File: src/csspx_pkg.sv
package csspx_pkg;

  // =====================================================
  // opcodes
  localparam logic [7:0] OP_SCF = 8'hdf;
  localparam logic [7:0] OP_SRA_R = 8'hd0;
  localparam logic [7:0] OP_SRA_IR = 8'hd1;
  localparam logic [7:0] OP_SRP = 8'h31;
  localparam logic [7:0] OP_STOP = 8'h7f;
  localparam logic [7:0] OP_SUB_RR = 8'h22;
  localparam logic [7:0] OP_SUB_RIR = 8'h23;
  localparam logic [7:0] OP_SUB_DD = 8'h24;
  localparam logic [7:0] OP_SUB_DIR = 8'h25;
  localparam logic [7:0] OP_SUB_DIM = 8'h26;

  // =====================================================
  // execution lengths in clock cycles
  localparam logic [2:0] CYC_SHORT = 3'h4;
  localparam logic [2:0] CYC_LONG = 3'h6;

  // =====================================================
  // register indices, byte address is four times the index
  localparam logic [7:0] IDX_FLAGS = 8'hd5;
  localparam logic [7:0] IDX_PTR_FIRST = 8'hd6;
  localparam logic [7:0] IDX_PTR_SECOND = 8'hd7;
  localparam logic [7:0] IDX_STATUS = 8'hd8;
  localparam int STAT_STOP_BIT = 0;
  localparam int STAT_BUSY_BIT = 1;

  // =====================================================
  // reset values
  localparam logic [7:0] RST_PTR_FIRST = 8'h00;
  localparam logic [7:0] RST_PTR_SECOND = 8'h08;
  localparam logic [7:0] RST_FLAGS = 8'h00;

  // =====================================================
  // pointer select patterns in immediate bits 1:0
  localparam logic [1:0] SEL_BOTH = 2'h0;
  localparam logic [1:0] SEL_SECOND = 2'h1;
  localparam logic [1:0] SEL_FIRST = 2'h2;

  // =====================================================
  // types
  typedef struct packed {
    logic [7:0] opcode;
    logic [7:0] b1;
    logic [7:0] b2;
  } csspx_instr_t;

  typedef struct packed {
    logic c;
    logic z;
    logic s;
    logic v;
    logic d;
    logic h;
    logic [1:0] rsv;
  } csspx_flags_t;

  typedef enum logic [2:0] {
    ST_IDLE = 3'b001,
    ST_EXEC = 3'b010,
    ST_STOP = 3'b100
  } csspx_state_t;

endpackage

File: src/csspx_alu.sv
`timescale 1ns/1ns
module csspx_alu (
  input wire logic [7:0] a,
  input wire logic [7:0] b,
  input wire logic sel_sra,
  input wire csspx_pkg::csspx_flags_t flags_in,
  output logic [7:0] res,
  output csspx_pkg::csspx_flags_t flags_out
);

  logic [8:0] diff;
  logic [4:0] low_sum;

  // =====================================================
  // subtract and arithmetic shift
  always_comb begin
    diff = {1'b0, a} - {1'b0, b};
    // low nibble done as add of the complement to expose its carry
    low_sum = {1'b0, a[3:0]} + {1'b0, ~b[3:0]} + 5'h01;
    flags_out = flags_in;
    if (sel_sra) begin
      res = {a[7], a[7:1]};
      flags_out.c = a[0];
      flags_out.z = (res == 8'h00);
      flags_out.s = res[7];
      flags_out.v = 1'b0;
    end else begin
      res = diff[7:0];
      flags_out.c = diff[8];
      flags_out.z = (res == 8'h00);
      flags_out.s = res[7];
      flags_out.v = (a[7] != b[7]) && (res[7] == b[7]);
      flags_out.d = 1'b1;
      flags_out.h = ~low_sum[4];
    end
  end

endmodule

File: src/csspx_ptr.sv
`timescale 1ns/1ns
module csspx_ptr (
  input wire logic [7:0] imm,
  input wire logic [7:0] first_in,
  input wire logic [7:0] second_in,
  output logic [7:0] first_out,
  output logic [7:0] second_out
);

  // =====================================================
  // pointer load, pattern 11 leaves both alone
  always_comb begin
    first_out = first_in;
    second_out = second_in;
    case (imm[1:0])
      csspx_pkg::SEL_FIRST: begin
        first_out = {imm[7:3], first_in[2:0]};
      end
      csspx_pkg::SEL_SECOND: begin
        second_out = {imm[7:3], second_in[2:0]};
      end
      csspx_pkg::SEL_BOTH: begin
        first_out = {imm[7:4], 1'b0, first_in[2:0]};
        second_out = {imm[7:4], 1'b1, second_in[2:0]};
      end
      default: begin
        first_out = first_in;
      end
    endcase
  end

endmodule

File: src/csspx_core.sv
// Notes on behaviour
// - set carry forces carry, 1 byte, 4 cycles
// - arithmetic shift right keeps and copies bit 7
// - shift sets Z, S; clears V; keeps D, H
// - shift is 2 bytes, 4 cycles, D0/D1
// - pattern 10/01 loads one pointer bits 3-7
// - pattern 00 loads both; bit3 0 and 1
// - set pointer opcode 31, 4 cycles, D6/D7
// - stop halts clocks, enters stop, no flags; core does not gate hclk, only freezes its state
// - stop mode retains all register contents
// - reset or external interrupt ends stop mode
// - subtract dst minus src, opcodes 22-26
// - subtract sets C on borrow, Z, S
// - subtract overflow on opposite signs rule
// - subtract forces D; H marks nibble borrow
// - subtract takes 4 or 6 cycles by form
`timescale 1ns/1ns
module csspx_core #(
  parameter int DEPTH = 16
) (
  input wire logic hclk,
  input wire logic hresetn,
  input wire logic hsel,
  input wire logic [31:0] haddr,
  input wire logic [1:0] htrans,
  input wire logic hwrite,
  input wire logic [2:0] hsize,
  input wire logic [31:0] hwdata,
  input wire logic hready,
  output logic hreadyout,
  output logic hresp,
  output logic [31:0] hrdata,
  input wire logic instr_valid,
  input wire csspx_pkg::csspx_instr_t instr,
  output logic instr_ready,
  output logic instr_done,
  input wire logic ext_irq,
  output logic stop_mode
);

  localparam int AW = $clog2(DEPTH);

  // =====================================================
  // state
  csspx_pkg::csspx_state_t state_r, state_nxt;
  csspx_pkg::csspx_instr_t cur_r, cur_nxt;
  csspx_pkg::csspx_flags_t flags_r, flags_nxt;
  logic [2:0] cnt_r, cnt_nxt;
  logic [7:0] ptr0_r, ptr0_nxt;
  logic [7:0] ptr1_r, ptr1_nxt;
  logic [7:0] regs_r [DEPTH];
  logic [7:0] regs_nxt [DEPTH];
  logic dp_wr_r, dp_wr_nxt;
  logic [7:0] dp_idx_r, dp_idx_nxt;
  logic [31:0] rdata_r, rdata_nxt;

  logic done, accept, bus_take, mapped;
  logic [7:0] dst_a, dst_v, src_v, alu_res, p0_out, p1_out;
  logic [7:0] wr_a, wr_d;
  logic wr_en, sel_sra, is_alu;
  csspx_pkg::csspx_flags_t alu_flags;

  // =====================================================
  // decode helpers
  function automatic logic [2:0] op_cycles(input logic [7:0] op);
    case (op)
      csspx_pkg::OP_SUB_RIR, csspx_pkg::OP_SUB_DD,
      csspx_pkg::OP_SUB_DIR, csspx_pkg::OP_SUB_DIM: op_cycles = csspx_pkg::CYC_LONG;
      default: op_cycles = csspx_pkg::CYC_SHORT;
    endcase
  endfunction

  function automatic logic [7:0] wreg(input logic [3:0] n, input logic [7:0] p0,
                                      input logic [7:0] p1);
    wreg = n[3] ? {p1[7:3], n[2:0]} : {p0[7:3], n[2:0]};
  endfunction

  // reads the register space as the core sees it
  function automatic logic [7:0] rd(input logic [7:0] a);
    if (int'(a) < DEPTH) begin
      rd = regs_r[a[AW-1:0]];
    end else begin
      case (a)
        csspx_pkg::IDX_FLAGS: rd = flags_r;
        csspx_pkg::IDX_PTR_FIRST: rd = ptr0_r;
        csspx_pkg::IDX_PTR_SECOND: rd = ptr1_r;
        default: rd = 8'h00;
      endcase
    end
  endfunction

  // =====================================================
  // operand fetch
  always_comb begin
    dst_a = 8'h00;
    src_v = 8'h00;
    sel_sra = 1'b0;
    is_alu = 1'b1;
    case (cur_r.opcode)
      csspx_pkg::OP_SUB_RR: begin
        dst_a = wreg(cur_r.b1[7:4], ptr0_r, ptr1_r);
        src_v = rd(wreg(cur_r.b1[3:0], ptr0_r, ptr1_r));
      end
      csspx_pkg::OP_SUB_RIR: begin
        dst_a = wreg(cur_r.b1[7:4], ptr0_r, ptr1_r);
        src_v = rd(rd(wreg(cur_r.b1[3:0], ptr0_r, ptr1_r)));
      end
      csspx_pkg::OP_SUB_DD: begin
        dst_a = cur_r.b2;
        src_v = rd(cur_r.b1);
      end
      csspx_pkg::OP_SUB_DIR: begin
        dst_a = cur_r.b2;
        src_v = rd(rd(cur_r.b1));
      end
      csspx_pkg::OP_SUB_DIM: begin
        dst_a = cur_r.b1;
        src_v = cur_r.b2;
      end
      csspx_pkg::OP_SRA_R: begin
        dst_a = cur_r.b1;
        sel_sra = 1'b1;
      end
      csspx_pkg::OP_SRA_IR: begin
        dst_a = rd(cur_r.b1);
        sel_sra = 1'b1;
      end
      default: begin
        is_alu = 1'b0;
      end
    endcase
    dst_v = rd(dst_a);
  end

  csspx_alu u_alu (
    .a(dst_v),
    .b(src_v),
    .sel_sra(sel_sra),
    .flags_in(flags_r),
    .res(alu_res),
    .flags_out(alu_flags)
  );

  csspx_ptr u_ptr (
    .imm(cur_r.b1),
    .first_in(ptr0_r),
    .second_in(ptr1_r),
    .first_out(p0_out),
    .second_out(p1_out)
  );

  // =====================================================
  // sequencing
  assign done = (state_r == csspx_pkg::ST_EXEC) && (cnt_r == 3'h0);
  assign instr_ready = (state_r == csspx_pkg::ST_IDLE) ||
                       (done && cur_r.opcode != csspx_pkg::OP_STOP);
  assign accept = instr_valid && instr_ready;
  assign instr_done = done;
  assign stop_mode = (state_r == csspx_pkg::ST_STOP);

  // one write port: instruction result beats a bus write
  always_comb begin
    wr_en = dp_wr_r && !stop_mode;
    wr_a = dp_idx_r;
    wr_d = hwdata[7:0];
    if (done && is_alu) begin
      wr_en = 1'b1;
      wr_a = dst_a;
      wr_d = alu_res;
    end
  end

  always_comb begin
    state_nxt = state_r;
    cur_nxt = cur_r;
    cnt_nxt = cnt_r;
    flags_nxt = flags_r;
    ptr0_nxt = ptr0_r;
    ptr1_nxt = ptr1_r;
    regs_nxt = regs_r;
    if (wr_en) begin
      if (int'(wr_a) < DEPTH) begin
        regs_nxt[wr_a[AW-1:0]] = wr_d;
      end else begin
        case (wr_a)
          csspx_pkg::IDX_FLAGS: flags_nxt = {wr_d[7:2], 2'h0};
          csspx_pkg::IDX_PTR_FIRST: ptr0_nxt = wr_d;
          csspx_pkg::IDX_PTR_SECOND: ptr1_nxt = wr_d;
          default: ;
        endcase
      end
    end
    if (done) begin
      state_nxt = csspx_pkg::ST_IDLE;
      if (is_alu) begin
        flags_nxt = alu_flags;
      end
      case (cur_r.opcode)
        csspx_pkg::OP_SCF: flags_nxt.c = 1'b1;
        csspx_pkg::OP_SRP: begin
          ptr0_nxt = p0_out;
          ptr1_nxt = p1_out;
        end
        csspx_pkg::OP_STOP: state_nxt = csspx_pkg::ST_STOP;
        default: ;
      endcase
    end else if (state_r == csspx_pkg::ST_EXEC) begin
      cnt_nxt = cnt_r - 3'h1;
    end
    if (accept) begin
      state_nxt = csspx_pkg::ST_EXEC;
      cur_nxt = instr;
      cnt_nxt = op_cycles(instr.opcode) - 3'h1;
    end
    // reset wakes through hresetn itself
    if (stop_mode && ext_irq) begin
      state_nxt = csspx_pkg::ST_IDLE;
    end
  end

  always_ff @(posedge hclk or negedge hresetn) begin
    if (!hresetn) begin
      state_r <= csspx_pkg::ST_IDLE;
      cur_r <= '0;
      cnt_r <= 3'h0;
      flags_r <= csspx_pkg::RST_FLAGS;
      ptr0_r <= csspx_pkg::RST_PTR_FIRST;
      ptr1_r <= csspx_pkg::RST_PTR_SECOND;
      for (int i = 0; i < DEPTH; i++) begin
        regs_r[i] <= 8'h00;
      end
    end else begin
      state_r <= state_nxt;
      cur_r <= cur_nxt;
      cnt_r <= cnt_nxt;
      flags_r <= flags_nxt;
      ptr0_r <= ptr0_nxt;
      ptr1_r <= ptr1_nxt;
      regs_r <= regs_nxt;
    end
  end

  // =====================================================
  // ahb-lite slave, zero wait states
  assign bus_take = hsel && htrans[1] && hready;
  assign mapped = (haddr[31:10] == 22'h0);
  assign hreadyout = 1'b1;
  assign hresp = 1'b0;
  assign hrdata = rdata_r;

  always_comb begin
    dp_wr_nxt = bus_take && hwrite && mapped;
    dp_idx_nxt = haddr[9:2];
    rdata_nxt = rdata_r;
    if (bus_take && !hwrite) begin
      rdata_nxt = 32'h0;
      if (mapped && haddr[9:2] == csspx_pkg::IDX_STATUS) begin
        rdata_nxt[csspx_pkg::STAT_STOP_BIT] = stop_mode;
        rdata_nxt[csspx_pkg::STAT_BUSY_BIT] = (state_r == csspx_pkg::ST_EXEC);
      end else if (mapped) begin
        rdata_nxt[7:0] = rd(haddr[9:2]);
      end
    end
  end

  always_ff @(posedge hclk or negedge hresetn) begin
    if (!hresetn) begin
      dp_wr_r <= 1'b0;
      dp_idx_r <= 8'h00;
      rdata_r <= 32'h0;
    end else begin
      dp_wr_r <= dp_wr_nxt;
      dp_idx_r <= dp_idx_nxt;
      rdata_r <= rdata_nxt;
    end
  end

  // =====================================================
  // checks
  chk_scf_carry: assert property (@(posedge hclk) disable iff (!hresetn)
    (done && cur_r.opcode == csspx_pkg::OP_SCF && !wr_en) |=>
    (flags_r.c && flags_r[6:2] == $past(flags_r[6:2])))
    else $error("set carry did not force carry alone");

  chk_sra_bits: assert property (@(posedge hclk) disable iff (!hresetn)
    (done && sel_sra) |-> (alu_res[7:6] == {2{dst_v[7]}} && alu_flags.c == dst_v[0]
    && alu_res[5:0] == dst_v[6:1]))
    else $error("arithmetic shift bits wrong");

  chk_sra_flags: assert property (@(posedge hclk) disable iff (!hresetn)
    (done && sel_sra && wr_a != csspx_pkg::IDX_FLAGS) |=>
    (!flags_r.v && flags_r.d == $past(flags_r.d) && flags_r.h == $past(flags_r.h)
    && flags_r.z == ($past(alu_res) == 8'h00)))
    else $error("arithmetic shift flags wrong");

  chk_short_len: assert property (@(posedge hclk) disable iff (!hresetn)
    (accept && op_cycles(instr.opcode) == csspx_pkg::CYC_SHORT && !ext_irq) |=>
    (!done)[*3] ##1 done)
    else $error("short instruction length wrong");

  chk_long_len: assert property (@(posedge hclk) disable iff (!hresetn)
    (accept && op_cycles(instr.opcode) == csspx_pkg::CYC_LONG && !ext_irq) |=>
    (!done)[*5] ##1 done)
    else $error("long subtract length wrong");

  chk_ptr_single: assert property (@(posedge hclk) disable iff (!hresetn)
    (done && cur_r.opcode == csspx_pkg::OP_SRP && cur_r.b1[1:0] == csspx_pkg::SEL_FIRST
    && !dp_wr_r) |=> (ptr0_r[7:3] == $past(cur_r.b1[7:3]) && $stable(ptr1_r)))
    else $error("single pointer load wrong");

  chk_ptr_both: assert property (@(posedge hclk) disable iff (!hresetn)
    (done && cur_r.opcode == csspx_pkg::OP_SRP && cur_r.b1[1:0] == csspx_pkg::SEL_BOTH
    && !dp_wr_r) |=> (!ptr0_r[3] && ptr1_r[3] && ptr0_r[7:4] == $past(cur_r.b1[7:4])
    && ptr1_r[7:4] == $past(cur_r.b1[7:4])))
    else $error("dual pointer load wrong");

  chk_stop_enter: assert property (@(posedge hclk) disable iff (!hresetn)
    (done && cur_r.opcode == csspx_pkg::OP_STOP && !ext_irq && !dp_wr_r) |=>
    (stop_mode && $stable(flags_r) && !instr_ready))
    else $error("stop did not enter stop mode");

  chk_stop_hold: assert property (@(posedge hclk) disable iff (!hresetn)
    (stop_mode && !ext_irq) |=> ($stable(flags_r) && $stable(ptr0_r) && $stable(ptr1_r)
    && stop_mode))
    else $error("state changed in stop mode");

  chk_stop_wake: assert property (@(posedge hclk) disable iff (!hresetn)
    (stop_mode && ext_irq) |=> (!stop_mode && instr_ready))
    else $error("interrupt did not end stop mode");

  chk_sub_flags: assert property (@(posedge hclk) disable iff (!hresetn)
    (done && is_alu && !sel_sra) |-> (alu_flags.c == (src_v > dst_v) && alu_flags.d
    && alu_flags.h == (src_v[3:0] > dst_v[3:0]) && alu_res == dst_v - src_v))
    else $error("subtract result or flags wrong");

endmodule

File: config.mk
export PLATFORM = sky130hd
export DESIGN_NAME = csspx_core
export DESIGN_NICKNAME = d
export VERILOG_FILES = /design/src/csspx_pkg.sv /design/src/csspx_alu.sv /design/src/csspx_ptr.sv /design/src/csspx_core.sv
export SDC_FILE = /design/constraint.sdc
export NUM_CORES = 1
export LEC_CHECK = 0
export BUFFER_PORTS_ARGS = -buffer_cell sky130_fd_sc_hd__buf_4
export CORE_ASPECT_RATIO = 0.75
export CORE_MARGIN = 1
export CORE_UTILIZATION = 40
export DETAILED_ROUTE_END_ITERATION = 7
export PLACE_DENSITY_LB_ADDON = 0.3
export SYNTH_ARGS = -nofsm -noshare
export SYNTH_HDL_FRONTEND = slang
export SYNTH_HIERARCHICAL = 1
export SYNTH_SLANG_ARGS = --single-unit
export TNS_END_PERCENT = 50
File: constraint.sdc
create_clock -name hclk -period 6.95 [get_ports hclk]
set_input_delay 0.695 -clock hclk [delete_from_list [all_inputs] [get_ports hclk]]
set_output_delay 0.695 -clock hclk [all_outputs]
set_load 0.02 [all_outputs]
# [Word level (Yosys, flattened, before mapping)]
# Index checks and enable logic that the tools add are counted.
[word_totals] reg_bits=199 input_bits=100 output_inout_bits=37 wordCells=223
[op_classes] addsub=5 magnitude_cmp=15 eq_ne=50 muxes=77 n_bitwise=9 n_reduce_logical=32
[op_table] op="8-bit 2-to-1 mux" n=42
[op_table] op="8-bit equality test (second input constant)" n=25
[op_table] op="8-bit binary-select mux with 4-bit select" n=6
[op_table] op="8-bit one-hot mux with 3 select lines" n=6
[op_table] op="128-bit bitwise mux" n=1
[op_table] op="8-bit by 6-bit equality test with 1-bit output (second input constant)" n=10
[op_table] op="8-bit by 5-bit less-than comparator with 1-bit output (second input constant)" n=7
[op_table] op="8-bit one-hot mux with 5 select lines" n=1
[op_table] op="5-bit greater-or-equal comparator (second input constant)" n=7
[op_table] op="4-bit inverter with 5-bit output" n=7
[op_table] op="8-bit demux with 4-bit select" n=1
[op_table] op="8-bit one-hot mux with 2 select lines" n=2
[op_table] op="8-bit one-hot mux with 4 select lines" n=1
[op_table] op="3-bit 2-to-1 mux" n=8
[op_table] op="22-bit zero test" n=1
[op_table] op="8-bit zero test" n=2
[op_table] op="1-bit logical AND" n=14
[op_table] op="8-bit by 8-bit subtractor with 9-bit output" n=1
[op_table] op="8-bit by 7-bit equality test with 1-bit output (second input constant)" n=1
[op_table] op="4-bit by 2-bit inequality test with 1-bit output (second input constant)" n=2
[op_table] op="8-bit by 7-bit inequality test with 1-bit output (second input constant)" n=1
[op_table] op="2-bit OR reduction" n=4
[op_table] op="7-bit OR reduction" n=1
[op_table] op="2-bit 2-to-1 mux" n=3
[op_table] op="27 further kinds" n=34

# [Longest topological paths before layout]
[depth] ltp_word=22 mapped_depth=29 mapped_depth_nobuf=21

# [Cells and area by module]
# Netlist, hierarchy kept.
[by_module_without_submodules] module="csspx_core" instances=1 cells_per_inst=1767 area_each_um2=16683.5 seq_area_each_um2=4982.3
[by_module_without_submodules] module="csspx_alu" instances=1 cells_per_inst=78 area_each_um2=516.7 seq_area_each_um2=0.0
[by_module_without_submodules] module="csspx_ptr" instances=1 cells_per_inst=22 area_each_um2=216.5 seq_area_each_um2=0.0

# [Worst setup path before layout]
# Ideal clock, no wire load.
[synth_timing] path_kind="register to register" startpoint="register cur_r[9] in the netlist's numbering" endpoint="register regs_r[39] in the netlist's numbering" setup_time_ns=0.125 arrival_ns=4.871 required_time_ns=6.825 slack_ns=1.954 path_stages_with_launch=28 path_buffers=8 period_less_slack_ns=4.996 cell_sequence="dfrtp_1 -> buf_6 -> buf_6 -> and2_1 -> buf_2 -> a22oi_1 -> nand3_1 -> and3_1 -> buf_2 -> o21ai_1 -> buf_2 -> buf_2 -> mux2i_1 -> mux2i_1 -> a222oi_1 -> o21ai_0 -> ha_1 -> o21ai_1 -> a21oi_1 -> a31o_1 -> a21oi_2 -> xor2_1 -> o21ai_0 -> buf_4 -> nand2_1 -> nand2_1 -> clkbuf_1 -> mux2_2"
[synth_between] word_cells_on_any_way=68 classes_between="add/sub (1); order compare (8); eq/ne (15); mux (36); bitwise (6); reduce/logical (2)"
[synth_rtl] element="from (decl)" line_no="csspx_core.sv:46" rtl="csspx_pkg::csspx_instr_t cur_r, cur_nxt;"
[synth_rtl] element="from (signal assigned)" line_no="csspx_core.sv:234" rtl="cur_r <= cur_nxt;"
[synth_rtl] element="4-bit inverter with 5-bit output (implied by the code)" line_no="csspx_core.sv:81" rtl="rd = regs_r[a[AW-1:0]];"
[synth_rtl] element="8-bit binary-select mux with 4-bit select" line_no="csspx_core.sv:81"
[synth_rtl] element="8-bit 2-to-1 mux (implied by the code) (2 in series)" line_no="csspx_core.sv:81"
[synth_rtl] element="8-bit 2-to-1 mux" line_no="csspx_core.sv:80" rtl="if (int'(a) < DEPTH) begin"
[synth_rtl] element="8-bit one-hot mux with 4 select lines (*)" line_no="csspx_core.sv:99" rtl="case (cur_r.opcode)"
[synth_rtl] element="4-bit inverter with 5-bit output (implied by the code)" line_no="csspx_core.sv:81"
[synth_rtl] element="8-bit binary-select mux with 4-bit select" line_no="csspx_core.sv:81"
[synth_rtl] element="8-bit 2-to-1 mux (implied by the code) (2 in series)" line_no="csspx_core.sv:81"
[synth_rtl] element="8-bit 2-to-1 mux (*)" line_no="csspx_core.sv:80"
[synth_rtl] element="net dst_v[2]" line_no="csspx_core.sv:58" rtl="logic [7:0] dst_a, dst_v, src_v, alu_res, p0_out, p1_out;"
[synth_rtl] element="8-bit by 8-bit subtractor with 9-bit output (*)" line_no="csspx_alu.sv:17" rtl="diff = {1'b0, a} - {1'b0, b};"
[synth_rtl] element="8-bit 2-to-1 mux (*)" line_no="csspx_alu.sv:21" rtl="if (sel_sra) begin"
[synth_rtl] element="net alu_res[7]" line_no="csspx_core.sv:58"
[synth_rtl] element="8-bit 2-to-1 mux (*)" line_no="csspx_core.sv:166" rtl="if (done && is_alu) begin"
[synth_rtl] element="128-bit bitwise mux (*)" line_no="csspx_core.sv:183" rtl="regs_nxt[wr_a[AW-1:0]] = wr_d;"
[synth_rtl] element="to (signal assigned)" line_no="csspx_core.sv:239" rtl="regs_r <= regs_nxt;"
[synth_rtl] element="to (decl)" line_no="csspx_core.sv:51" rtl="logic [7:0] regs_r [DEPTH];"
# The timed path passes the listed nets; every way through them passes the cells marked *. The select of a mux whose other input is x is not followed.
# A chain may end at the register's enable or synchronous reset.

# [Final worst setup path]
[layout_timing] startpoint="register ptr1_r[7]" endpoint="register regs_r[87] in the netlist's numbering"
[layout_between] elab_chain_len=15 word_cells_on_any_way=43 classes_between="add/sub (1); order compare (5); eq/ne (12); mux (23); bitwise (1); reduce/logical (1)"
[layout_rtl] element="from (decl)" line_no="csspx_core.sv:50" rtl="logic [7:0] ptr1_r, ptr1_nxt;"
[layout_rtl] element="from (signal assigned)" line_no="csspx_core.sv:228" rtl="ptr1_r <= csspx_pkg::RST_PTR_SECOND;"
[layout_rtl] element="from (signal assigned)" line_no="csspx_core.sv:238" rtl="ptr1_r <= ptr1_nxt;"
[layout_rtl] element="branches (longest 10 deep; another with 8-bit by 5-bit less-than comparator with 1-bit output)"
[layout_rtl] element="8-bit one-hot mux with 5 select lines (*)" line_no="csspx_core.sv:99"
[layout_rtl] element="net src_v[4]" line_no="csspx_core.sv:58"
[layout_rtl] element="8-bit by 8-bit subtractor with 9-bit output (*)" line_no="csspx_alu.sv:17"
[layout_rtl] element="8-bit 2-to-1 mux (*)" line_no="csspx_alu.sv:21"
[layout_rtl] element="8-bit 2-to-1 mux (*)" line_no="csspx_core.sv:166"
[layout_rtl] element="128-bit bitwise mux (*)" line_no="csspx_core.sv:183"
# Mark *: on every way through the listed nets, which the timed path passes. The select of a mux whose other input is x is not followed.

==> results.txt <==
status = finished clean
Pins Over Slew Limit = 0
final wirelength = 75400 um
CP Launch Type = flop
VDD IR max = 0.192 mV
via count = 16400
clk root buf = clkbuf_16
Via density = 6.55
clock slew at reported path FFs = 80 ps
pwr dens = 257 nW/um2
CP max FO = 10
EDFF count, synth = 0
post_cts resized = 0
initial core utilization = 41.0%
iteration-0 DRC count of the detailed router = 2402
CTS Hold Bufs = 0
clk sink count = 199
RSZ-0062 raised after global routing = false
Hold Path Class = in2async
yosys warns = 6
final period utilization = 93.7%
clk_lat worst skew = 490 ps
post-synthesis sequential area ratio = 28.6%
drt wl/cell = 30.2 um
total grt overflow = 0
Fill cells = 4129
Synth cell types = 106
Core Footprint = 42500 um2
number of setup buffers added after CTS = 0
top-area cell type share of the netlist area = 28.3%
reg2reg end = regs_r[87]$_DFFE_PN0P_
Final Hold Fails = 0
CTS tree = done
fmax = 0.154 GHz
layout cell share with drive strength beyond 1 = 25.1%
Worst-Margin Slew = 1140 ps
pin count of the biggest net entering global routing = 100
Fin Setup TNS = 0 ps
total power = 4960 uW
number of synthesized register bits = 199
clock skew = 16.1 ps
Internal = 2660 uW
leak pwr = 0.00775 uW
port bufs = 80
R2R Setup Slk = 440 ps
area grow syn2layout = 10.9%
Max-slew headroom = 22.8%
clock share of power = 20.5%
Reg2Reg Depth = 21
part of the power in registers = 31.2%
crit path DAT = 6880 ps
Num CTS Buffers = 17
Final #Nets = 2025
Synth area leader = dfrtp_1
# IOs = 137
Net Sw Frac = 46.4%
first-pass GRT wire length = 109000 um
CTS max path bufs = 2
via count of the first global-routing pass = 15000
HPWL after DPL = 56300 um
GRT Total Usage = 33.9%
critical path type = reg2reg
reg2reg start = ptr1_r[7]$_DFF_PN0_
Data required, critical path = 7310 ps
Gate Count Post-Synth = 1867
sw power = 2300 uW
Post-synth ARST share = 100%
top post-synthesis cells by area = dfrtp_1, mux2i_1, nand2_1
# setup viols final = 0
H-tree Lvls = 4
initial antenna violation count = 2
Post-synth top flop = dfrtp_1
Pre-Repair DR Iteration Count = 8
Routed Antenna Nets = 0
Mapped Area = 17400 um2
Die Y-Extent = 183 um
Avg Cell Area, Syn = 9.33 um2
CP endpoint kind = flop
Comb pwr share = 48.3%
row cnt = 65
Max Cap Violations = 0
post-route minimum period = 6510 ps
die area = 44400 um2
Die W = 243 um
DRC viols = 0
Placer Congestion = 1.05
area by class of cell:
cell class,instances,area [um2],share of cell area [%]
Multi-Input combinational cell,1493,11500,59.4
Antenna cell,1,2.50,0.0130
Inverter,18,67.6,0.350
Clock inverter,14,138,0.712
Tap cell,569,712,3.68
Clock buffer,18,429,2.22
Sequential cell,199,4990,25.8
Timing Repair Buffer,186,1500,7.78
logic make-up after synthesis:
group,count (synthesis),synth area share (%)
flip-flops,199,28.6
AO/OA/AOI/OAI,396,16.2
other,2,0.0431
AND/OR/NAND/NOR,629,17.5
adder cells (fa/ha/maj),10,0.762
multiplexers,424,30.1
XOR/XNOR,8,0.402
buffers and inverters,199,6.39
registers in the layout, summed over array words and instances, names as in the netlist:
register and flops:
regs_r 128, cur_r 24, dp_idx_r 8, flags_r 8, hrdata 8, ptr0_r 8
ptr1_r 8, cnt_r 3, state_r 3, dp_wr_r 1
layer usage:
layer | track usage, % | vias up | part of all wire (%)
met5 | 0 | - | 0.016
met4 | 10.6 | 2 | 2.9
met3 | 12.4 | 122 | 13
met2 | 45.7 | 1040 | 40
met1 | 49.4 | 8194 | 44
li1 | - | 7000 | -
worst max-delay path by stage:
stage	slack (ps)	startpoint	cells after the start	end
final	440	ptr1_r[7]$_DFF_PN0_	21	regs_r[87]$_DFFE_PN0P_
after global routing	220	ptr1_r[7]$_DFF_PN0_	21	regs_r[71]$_DFFE_PN0P_
after CTS	660	ptr1_r[7]$_DFF_PN0_	21	regs_r[71]$_DFFE_PN0P_
after global placement	750	ptr1_r[7]$_DFF_PN0_	21	regs_r[87]$_DFFE_PN0P_
after floorplan	1950	cur_r[9]$_DFFE_PN0P_	27	regs_r[39]$_DFFE_PN0P_
after detailed placement	720	ptr1_r[7]$_DFF_PN0_	21	regs_r[87]$_DFFE_PN0P_
critical path, cell delays in order, from the launching register on:
cell	delay, ps
dfrtp_1	570
nor4_1	650
and3_1	330
nor2_2	140
o311ai_0	960
nand2_1	240
nor3_2	600
a32o_1	340
a32oi_1	190
o22ai_1	340
inv_1	100
ha_1	360
nand3_1	110
nand2_1	50
a31o_1	200
a21oi_2	170
xor2_1	210
o21ai_0	140
nand2_1	80
nand2_1	100
buf_12	170
mux2_1	310
power groups by stage:
stage | sequential (uW) | clock [uW] | combinational (uW)
3_3_place_gp | 1540 | 0 | 2280
6_report | 1550 | 1010 | 2400
3_5_place_dp | 1550 | 0 | 2300
4_1_cts | 1530 | 1030 | 2310
2_1_floorplan | 1370 | 0 | 1620
5_1_grt | 1550 | 1080 | 2510
metrics by stage:
| stage | hold slack [ps] | area (um2) | std cells | utilization, % | setup slack (ps) |
|---|---|---|---|---|---|
| global route | 325 | 19300 | 2497 | 45.5 | 225 |
| floorplan | 399 | 17500 | 1891 | - | 1950 |
| CTS | 324 | 19300 | 2497 | 45.5 | 664 |
| global placement | 467 | 18800 | 2465 | 44.2 | 748 |
| detailed placement | 476 | 18800 | 2465 | 44.2 | 724 |
| finish | 299 | 19300 | 2498 | 45.5 | 438 |
synthesized netlist by cell type, types with 12 or more instances:
library cell / n
nand2_1: 332
mux2i_1: 199
dfrtp_1: 197
mux2_2: 109
o21ai_0: 90
nand3_1: 71
clkbuf_1: 65
a21oi_1: 61
nor2_1: 58
mux4_2: 49
buf_4: 45
mux2_4: 43
a22oi_1: 42
buf_2: 39
a22o_1: 29
mux2_1: 24
nor3_1: 22
o21ai_1: 19
and3_1: 18
buf_6: 18
inv_1: 17
a31oi_1: 15
o211ai_1: 15
buf_1: 12
nor2b_1: 12
nor4_1: 12
o22ai_1: 12
placed cells by master (no fill, tap or decap), types with 18 or more instances in the layout:
master   instances
a21oi_1         61
a22o_1          29
a22oi_1         42
buf_4          177
conb_1          26
dfrtp_1        195
mux2_1          24
mux2_2         109
mux2_4          43
mux2i_1        199
mux4_2          49
nand2_1        332
nand3_1         71
nor2_1          58
nor3_1          22
o21ai_0         90
o21ai_1         18
No activity file was read; power rests on OpenSTA's default activity.
